$ cat src/verilog/sacc_map.svh
// Offsets, field positions, reset values and widths of the attribution checker
`ifndef SACC_MAP_SVH
`define SACC_MAP_SVH

`define SACC_DW            32
`define SACC_AW            3

`define SACC_IDX_ATTR      3'h0
`define SACC_IDX_CHK       3'h1
`define SACC_IDX_INTEN     3'h2
`define SACC_IDX_INTFLAG   3'h3
`define SACC_IDX_SEC_CFG   3'h4
`define SACC_IDX_NS_DATA   3'h5
`define SACC_IDX_MIX_PIN   3'h6
`define SACC_IDX_NVM_CTRL  3'h7

`define SACC_CHK_EN_BIT    0
`define SACC_CHK_FLAG_BIT  0
`define SACC_NVM_NSWR_BIT  31

`define SACC_RST_WORD      32'h0000_0000
`define SACC_ALL_ONES      32'hFFFF_FFFF

`endif

$ cat src/verilog/sacc_pkg.sv
// Types shared by the attribution checker modules
package sacc_pkg;

  typedef enum logic [2:0] {
    SACC_CLS_NS,
    SACC_CLS_SEC,
    SACC_CLS_WSEC,
    SACC_CLS_MIX,
    SACC_CLS_WMIX
  } sacc_cls_t;

  typedef struct packed {
    logic [31:0] attr;
    logic [31:0] chk;
    logic        inten;
    logic        flag;
    logic [31:0] sec_cfg;
    logic [31:0] ns_data;
    logic [31:0] mix_pin;
    logic [31:0] nvm_ctrl;
    logic [31:0] rdata;
    logic        done;
    logic        denied;
    logic        irq;
  } sacc_state_t;

endpackage : sacc_pkg

$ cat src/verilog/sacc_mask.sv
// Per-bit read and write permission for one access given register class and alias
`timescale 1ns/1ps
`include "sacc_map.svh"

module sacc_mask (
  input  sacc_pkg::sacc_cls_t      cls,
  input  wire logic                secure,
  input  wire logic [`SACC_DW-1:0] attr,
  output logic      [`SACC_DW-1:0] rd_mask,
  output logic      [`SACC_DW-1:0] wr_mask
);

  always_comb begin
    rd_mask = `SACC_ALL_ONES;
    wr_mask = `SACC_ALL_ONES;
    if (!secure) begin
      case (cls)
        sacc_pkg::SACC_CLS_NS: begin
          rd_mask = `SACC_ALL_ONES;
          wr_mask = `SACC_ALL_ONES;
        end
        sacc_pkg::SACC_CLS_SEC: begin
          rd_mask = `SACC_RST_WORD;
          wr_mask = `SACC_RST_WORD;
        end
        sacc_pkg::SACC_CLS_WSEC: begin
          rd_mask = `SACC_ALL_ONES;
          wr_mask = `SACC_RST_WORD;
        end
        sacc_pkg::SACC_CLS_MIX: begin
          // Each bit follows its own attribution bit
          rd_mask = attr;
          wr_mask = attr;
        end
        sacc_pkg::SACC_CLS_WMIX: begin
          rd_mask = `SACC_ALL_ONES;
          wr_mask = attr[`SACC_NVM_NSWR_BIT] ? `SACC_ALL_ONES : `SACC_RST_WORD;
        end
        default: begin
          rd_mask = `SACC_RST_WORD;
          wr_mask = `SACC_RST_WORD;
        end
      endcase
    end
  end

endmodule : sacc_mask

$ cat src/verilog/sacc_check.sv
// Register bank with secure and non-secure aliases, attribution and change monitor
//
// Operation
// Attribution register readable by non-secure side
// Check register and flags notify security changes
// Interrupt when secure changes attribution after arming
// Software copies attribution to check, then enables
// Handler reloads check register before returning
// Non-secure registers reachable through both aliases
// Secure registers never reachable through non-secure alias
// Write-secure registers: secure reads and writes
// Write-secure registers: non-secure reads only
// Mixed registers assign resources per side
// Mixed attribution enforced per bit field
// Memory controller writes need non-secure authorisation
// Forbidden access no effect, read returns zero
`timescale 1ns/1ps
`include "sacc_map.svh"

module sacc_check (
  input  wire logic                CLK_SYS,
  input  wire logic                RESET_N,
  input  wire logic                ACC_VALID,
  input  wire logic                ACC_SECURE,
  input  wire logic                ACC_WRITE,
  input  wire logic [`SACC_AW-1:0] ACC_IDX,
  input  wire logic [`SACC_DW-1:0] ACC_WDATA,
  output logic      [`SACC_DW-1:0] ACC_RDATA,
  output logic                     ACC_DONE,
  output logic                     ACC_DENIED,
  output logic      [`SACC_DW-1:0] ATTR_OUT,
  output logic                     CHK_IRQ
);

  sacc_pkg::sacc_state_t st_r;
  sacc_pkg::sacc_state_t st_nxt;
  sacc_pkg::sacc_cls_t   cls;
  logic [`SACC_DW-1:0]   rd_mask;
  logic [`SACC_DW-1:0]   wr_mask;
  logic [`SACC_DW-1:0]   cur;
  logic                  wr;
  logic                  attr_hit;

  function automatic sacc_pkg::sacc_cls_t class_of(input logic [`SACC_AW-1:0] idx);
    case (idx)
      `SACC_IDX_ATTR:     class_of = sacc_pkg::SACC_CLS_WSEC;
      `SACC_IDX_CHK:      class_of = sacc_pkg::SACC_CLS_NS;
      `SACC_IDX_INTEN:    class_of = sacc_pkg::SACC_CLS_NS;
      `SACC_IDX_INTFLAG:  class_of = sacc_pkg::SACC_CLS_NS;
      `SACC_IDX_SEC_CFG:  class_of = sacc_pkg::SACC_CLS_SEC;
      `SACC_IDX_NS_DATA:  class_of = sacc_pkg::SACC_CLS_NS;
      `SACC_IDX_MIX_PIN:  class_of = sacc_pkg::SACC_CLS_MIX;
      `SACC_IDX_NVM_CTRL: class_of = sacc_pkg::SACC_CLS_WMIX;
      default:            class_of = sacc_pkg::SACC_CLS_SEC;
    endcase
  endfunction : class_of

  function automatic logic [`SACC_DW-1:0] merge(input logic [`SACC_DW-1:0] old_v,
                                                input logic [`SACC_DW-1:0] new_v,
                                                input logic [`SACC_DW-1:0] mask);
    merge = (old_v & ~mask) | (new_v & mask);
  endfunction : merge

  assign cls = class_of(ACC_IDX);

  sacc_mask u_mask (
    .cls     (cls),
    .secure  (ACC_SECURE),
    .attr    (st_r.attr),
    .rd_mask (rd_mask),
    .wr_mask (wr_mask)
  );

  always_comb begin
    case (ACC_IDX)
      `SACC_IDX_ATTR:     cur = st_r.attr;
      `SACC_IDX_CHK:      cur = st_r.chk;
      `SACC_IDX_INTEN:    cur = {31'h0000_0000, st_r.inten};
      `SACC_IDX_INTFLAG:  cur = {31'h0000_0000, st_r.flag};
      `SACC_IDX_SEC_CFG:  cur = st_r.sec_cfg;
      `SACC_IDX_NS_DATA:  cur = st_r.ns_data;
      `SACC_IDX_MIX_PIN:  cur = st_r.mix_pin;
      `SACC_IDX_NVM_CTRL: cur = st_r.nvm_ctrl;
      default:            cur = `SACC_RST_WORD;
    endcase
  end

  always_comb begin
    st_nxt        = st_r;
    wr            = ACC_VALID && ACC_WRITE;
    attr_hit      = 1'b0;
    st_nxt.done   = ACC_VALID;
    st_nxt.denied = 1'b0;
    st_nxt.rdata  = `SACC_RST_WORD;
    if (ACC_VALID && !ACC_WRITE) begin
      // Forbidden bits read as zero so nothing leaks across aliases
      st_nxt.rdata  = cur & rd_mask;
      st_nxt.denied = (rd_mask == `SACC_RST_WORD);
    end
    if (wr) begin
      st_nxt.denied = (wr_mask == `SACC_RST_WORD);
      case (ACC_IDX)
        `SACC_IDX_ATTR: begin
          st_nxt.attr = merge(st_r.attr, ACC_WDATA, wr_mask);
          attr_hit    = ACC_SECURE && (st_nxt.attr != st_r.chk);
        end
        `SACC_IDX_CHK:      st_nxt.chk      = merge(st_r.chk, ACC_WDATA, wr_mask);
        `SACC_IDX_INTEN:    st_nxt.inten    = ACC_WDATA[`SACC_CHK_EN_BIT];
        `SACC_IDX_INTFLAG: begin
          if (ACC_WDATA[`SACC_CHK_FLAG_BIT]) begin
            st_nxt.flag = 1'b0;
          end
        end
        `SACC_IDX_SEC_CFG:  st_nxt.sec_cfg  = merge(st_r.sec_cfg, ACC_WDATA, wr_mask);
        `SACC_IDX_NS_DATA:  st_nxt.ns_data  = merge(st_r.ns_data, ACC_WDATA, wr_mask);
        `SACC_IDX_MIX_PIN:  st_nxt.mix_pin  = merge(st_r.mix_pin, ACC_WDATA, wr_mask);
        `SACC_IDX_NVM_CTRL: st_nxt.nvm_ctrl = merge(st_r.nvm_ctrl, ACC_WDATA, wr_mask);
        default: begin
        end
      endcase
    end
    // Set wins over a clear arriving in the same cycle
    if (attr_hit && st_r.inten) begin
      st_nxt.flag = 1'b1;
    end
    st_nxt.irq = st_r.flag && st_r.inten;
  end

  always_ff @(posedge CLK_SYS or negedge RESET_N) begin
    if (!RESET_N) begin
      st_r <= '0;
    end else begin
      st_r <= st_nxt;
    end
  end

  assign ACC_RDATA  = st_r.rdata;
  assign ACC_DONE   = st_r.done;
  assign ACC_DENIED = st_r.denied;
  assign ATTR_OUT   = st_r.attr;
  assign CHK_IRQ    = st_r.irq;
endmodule : sacc_check

$ cat config.mk
export PLATFORM = sky130hd
export DESIGN_NAME = sacc_check
export DESIGN_NICKNAME = d
export VERILOG_FILES = /design/src/verilog/sacc_pkg.sv /design/src/verilog/sacc_mask.sv /design/src/verilog/sacc_check.sv
export VERILOG_INCLUDE_DIRS = /design/src /design/src/verilog
export SDC_FILE = /design/constraint.sdc
export NUM_CORES = 1
export LEC_CHECK = 0
export BUFFER_PORTS_ARGS = -buffer_cell sky130_fd_sc_hd__buf_2
export CORE_MARGIN = 2
export CORE_UTILIZATION = 45
export DETAILED_ROUTE_END_ITERATION = 8
export PLACE_DENSITY = 0.66
export SLEW_MARGIN = 0
export SYNTH_ARGS = -nofsm -noshare
export SYNTH_HDL_FRONTEND = slang
export SYNTH_SLANG_ARGS = --single-unit
$ cat constraint.sdc
create_clock -name CLK_SYS -period 2.3 [get_ports CLK_SYS]
set_input_delay 0.23 -clock CLK_SYS [delete_from_list [all_inputs] [get_ports CLK_SYS]]
set_output_delay 0.23 -clock CLK_SYS [all_outputs]
set_load 0.01 [all_outputs]
# [After elaboration in Yosys (flattened, before gate mapping)]
# Memories as Yosys holds them, arrays and structs flattened.
# Index checks and enable logic that the tools add are counted.
[totals] romBits=24 n_memories=1 reg_bits=229
[op_classes] n_eq_ne=11 reduce_logical=22 bitwise=15 mux=19
[mem_list] name="(no name shown)" depth=8 width=3 rd=1 rd_clocked_by_memory_dff=0 write_ports=0 line_no="sacc_check.sv:45" text="case (idx)"
[ops] op="32-bit bitwise AND" count=8
[ops] op="32-bit two-way mux" count=8
[ops] op="32-bit case mux with 8 select lines" count=1
[ops] op="32-bit OR" count=6
[ops] op="129-bit two-way mux" count=1
[ops] op="32-bit case mux with 3 select lines" count=1
[ops] op="32-bit zero test" count=2
[ops] op="32-bit case mux with 2 select lines" count=1
[ops] op="32-bit inequality test" count=1
[ops] op="32-bit NOT" count=1
[ops] op="3-bit equality test, second input constant" count=5
[ops] op="2-bit AND reduction" count=7
[ops] op="3-bit by 2-bit equality test with 1-bit output, second input constant" count=4
[ops] op="1-bit two-way mux" count=7
[ops] op="3-bit zero test" count=2
[ops] op="2-bit nonzero test" count=3
[ops] op="1-bit logical AND" count=5
[ops] op="3-bit by 1-bit equality test with 1-bit output, second input constant" count=1
[ops] op="3-bit AND reduction" count=1
[ops] op="3-bit OR reduction" count=1
[ops] op="1-bit zero test" count=1

# [Logic depth before layout (Yosys ltp)]
# An unclocked memory read counts as a cell.
[logic_depth] word_depth=14 depth_mapped=10

# [Modules after synthesis]
# From an unflattened synthesis, not the netlist that was laid out.
[hier_totals] hier_cells=1249 hier_area_um2=13427.9
[modules_own_cells] mod="sacc_check" cells_each=1083 n_inst=1 area_each_um2=12141.6
[modules_own_cells] mod="sacc_mask" cells_each=166 n_inst=1 area_each_um2=1286.2

# [Least setup slack after synthesis]
# OpenSTA, ideal clock, no wires.
[synth_path] path_kind="register to register" from="register st_r, in the netlist ATTR_OUT[31]" to="register st_r[163] in the netlist's numbering" t_arrival_ns=2.283 synth_period_minus_slack_ns=2.407 t_required_ns=2.176 setup_slack_ns=-0.107 path_stages_with_launch=9 cell_sequence="dfrtp_1 > and2b_4 > o211ai_4 > buf_6 > o221ai_1 > nand4_1 > or3_1 > or4_1 > o31a_1"
[synth_between] elab_chain_cells=13
[synth_rtl] element="start, declared" line_no="sacc_check.sv:35" text="sacc_pkg::sacc_state_t st_r;"
[synth_rtl] element="start signal, assigned" line_no="sacc_check.sv:133" text="st_r <= st_nxt;"
[synth_rtl] element="32-bit two-way mux (no line)"
[synth_rtl] element="32-bit case mux with 3 select lines" line_no="sacc_mask.sv:17" text="case (cls)"
[synth_rtl] element="32-bit two-way mux" line_no="sacc_mask.sv:16" text="if (!secure) begin"
[synth_rtl] element="32-bit NOT" line_no="sacc_check.sv:61" text="merge = (old_v & ~mask) | (new_v & mask);"
[synth_rtl] element="32-bit bitwise AND" line_no="sacc_check.sv:61"
[synth_rtl] element="32-bit OR (*)" line_no="sacc_check.sv:61"
[synth_rtl] element="32-bit inequality test (*)" line_no="sacc_check.sv:105" text="attr_hit = ACC_SECURE && (st_nxt.attr != st_r.chk);"
[synth_rtl] element="1-bit logical AND (*)" line_no="sacc_check.sv:105"
[synth_rtl] element="1-bit two-way mux (*)" line_no="sacc_check.sv:102" text="case (ACC_IDX)"
[synth_rtl] element="1-bit two-way mux (*)" line_no="sacc_check.sv:100" text="if (wr) begin"
[synth_rtl] element="1-bit logical AND (*)" line_no="sacc_check.sv:123" text="if (attr_hit && st_r.inten) begin"
[synth_rtl] element="2-bit nonzero test (no line)"
[synth_rtl] element="3-bit AND reduction (no line)"
# Every way passes the cells marked *; elsewhere a longest branch is shown, timed or not.
# A chain may end at the register's enable or synchronous reset.

# [Worst setup path in the final report]
# Same ends and word-level chain as after synthesis.

==> run metrics <==
outcome=finished, violations left; failing checks=negative setup slack; largest net degree at the start of global routing=72; Die W=about 160 um; Final min period=2430 ps; largest fanout on the critical path=14; RSZ-0062 raised after global routing=true; I/O Pins=107; Residual DRC=0; Routability Congestion=0.972; Max stage delay on crit path=between 500 and 600 ps; CP max stage cell=or4_1; Final ANT Viol Nets=0; RR Startpoint=ATTR_OUT[31]; max-slew violation count=0; Syn Area/Cell=11.3 um2; Sink Count=229; Ys Warns=0; antenna diode instance count=0; Worst EP required=2710 ps; first-pass GRT wire length=54.7 mm; worst vdd ir=0.000705 V; Clk Latency, worst-skew pair=around 520 ps; fraction of final layout cells sized beyond drive strength 1=about 46%; initial cell density of the core=between 40% and 50%; Relative slew margins=between 50% and 60%; post-synthesis cell count=1020; Critical Path AT=2840 ps; Post-synth EDFFs=0; initial antenna violation count=0; Num CTS Buffers=25; Post-synth ARST share=100%; Critical Path Start=ATTR_OUT[31]; critical path class=reg2reg; FP Rows=58; CTS tree=yes; drt wl/cell=23.0 um; Worst-path clk slew=about 60 ps; worst hold path type=in2reg; area grow syn2layout=22.4%; synthesized net count=about 1100; worst clock skew=around 10 ps; slew of the pin with the lowest slew margin=710 ps; sequential fraction of the synthesis area=49.5%; First-pass DRT Iterations=6; CP Cell Sequence=and2b_4 -> o211ai_4 -> buf_12 -> buf_8 -> a31oi_1 -> a2111o_1 -> or4_1 -> o31a_1; Final Cell Area=about 14000 um2; CP Launch Type=flop; core area=between 20000 and 30000 um2; Die H=about 160 um; placed inst area=13100 um2; Tcrit/Tclk final=105%; fmax=412 MHz; DR iter-0 viols=748; final setup margin=-126 ps; area of the mapped netlist=about 12000 um2; Max Cap Viol=0; total gr overflow=0; Final Setup Violations=1; Tot GR Track Use=26.5%; nets=1225; Pwr Total=roughly 13000 uW; final WL=35.3 mm; Lkg Pwr=0.00641 uW; DPL Wire Length=25.3 mm; CTS root buffer=clkbuf_16; Clock Path Buffers=3; drt via density=between 5 and 6; H-Tree Depth=1; pwr dens=~900 nW/um2; min-delay src=ACC_WDATA[30]; die area=27000 um2; Vias=8957; Worst Setup End Kind=flop; Synth Flop Type=dfrtp_1; Fin. Hold Viols=0; vias in the first global route=9214; Distinct cells, synth=58; port bufs=106; hold_ws=33.7 ps; synthesis-stage register bit count=229
[what timing repair did]
item	4_1_cts	5_1_grt
hold buffers	2	0
hold endpoints to repair	66	0
cloned	2	1
pin swaps	2	2
resized for setup	11	13
buffers inserted	4	0
endpoints found under the setup margin	1	63
[synthesized netlist by cell type, types with 2 or more instances]
master	number	area (um2)
or4_1	2	15.0
mux2i_1	4	40.0
nor3_1	23	115
a22oi_1	14	105
inv_1	37	139
mux4_2	15	338
a2111oi_0	2	17.5
a22o_1	3	26.3
inv_2	2	7.51
o21ai_0	59	295
o22ai_1	20	125
o2111ai_1	3	26.3
or3_1	5	31.3
a31oi_1	3	18.8
buf_4	66	495
nand3_1	5	25.0
o221ai_1	18	158
buf_2	13	65.1
o22a_1	13	114
o211ai_1	5	37.5
nand2b_1	12	75.1
a21oi_1	81	405
clkbuf_1	50	188
nor2_1	42	158
o21bai_1	2	15.0
o311a_1	2	20.0
buf_1	4	15.0
o31ai_1	2	15.0
nand2_1	30	113
o31a_1	3	26.3
nand4_1	7	43.8
mux2_2	189	2130
nor4_1	24	150
o221a_2	3	33.8
xnor2_1	6	52.6
dfrtp_1	229	5730
[final timing paths]
check | to | slack [ps] | cells after the start
min | flop | 30 | 2
min reg2reg | flop | 480 | 2
max reg2reg | st_r[163] | -130 | 8
max | st_r[163] | -130 | 8
max in group asynchronous | async pin | 1290 | 3
min in group asynchronous | async pin | 270 | 2
[through the flow]
step	utilization [%]	TNS, ps	setup WS [ps]	cells
after floorplan	-	-28.5	-28.5	1020
after global placement	52.2	-409	-297	1479
after detailed placement	52.2	-1120	-322	1479
after CTS	56.0	-1640	-120	1531
after global routing	56.3	-170	-170	1532
final	56.3	-126	-126	1532
[kinds of logic after synthesis]
logic type                after synthesis  synth area share, %
AOI/OAI and AO/OA                     244                 13.5
DFF                                   229                 49.5
muxes                                 208                 21.7
buffers and inverters                 174                 7.99
and+or+nand+nor                       158                 6.85
xor gates and xnor gates                7                0.530
[final cells by class]
cell class / count / area [um2]
fillers: 2166 / 11000
flip-flops and latches: 229 / 5730
multi-input cells: 618 / 5100
repair buffers: 271 / 1980
clock buffers: 41 / 786
well taps: 330 / 413
inverters: 40 / 150
clock inverters: 3 / 15.0
[metal layers]
layer / track usage (%) / up-vias / part of all wire [%]
li1: - / 4018 / -
met3: 3.26 / 66 / 5.0
met5: 0 / - / 0
met2: 42.7 / 301 / 47
met4: 8.22 / 0 / 3.0
met1: 37.6 / 4572 / 45
[cell usage in the layout (no fill, tap or decap), types with 4 or more instances in the layout]
master     synthesis  final
buf_4             66    148
nand3_1            5      4
mux2_2           189    189
buf_12             0     11
o21ai_0           59     58
clkbuf_8           0     10
o221ai_1          18      7
nand4_1            7      7
or3_1              5      4
xnor2_1            6      6
o211ai_1           5      5
nor3_1            23     22
o221ai_2           0     11
a21oi_1           81     81
o22ai_1           20     19
clkbuf_1          50      6
mux4_2            15     15
buf_2             13    104
inv_1             37     37
nor4_1            24     23
nand2_1           30     29
nand2b_1          12     12
o22a_1            13     13
clkbuf_16          0     26
a22oi_1           14     14
dfrtp_1          229    229
nor2_1            42     39
[worst max-delay path, delay by kind of cell, from the launching register on]
family | cells | cell delay [ps]
buffers and inverters | 2 | 320
AO/OA/AOI/OAI | 4 | 930
flip-flops | 1 | 340
AND/OR/NAND/NOR | 2 | 710
[power by group]
| part | total [uW] | switching [uW] | internal [uW] |
|---|---|---|---|
| combinational | 3410 | 1690 | 1720 |
| sequential | 5370 | 498 | 4880 |
| clock | 3900 | 1590 | 2310 |
(Power assumes the default switching activity.)
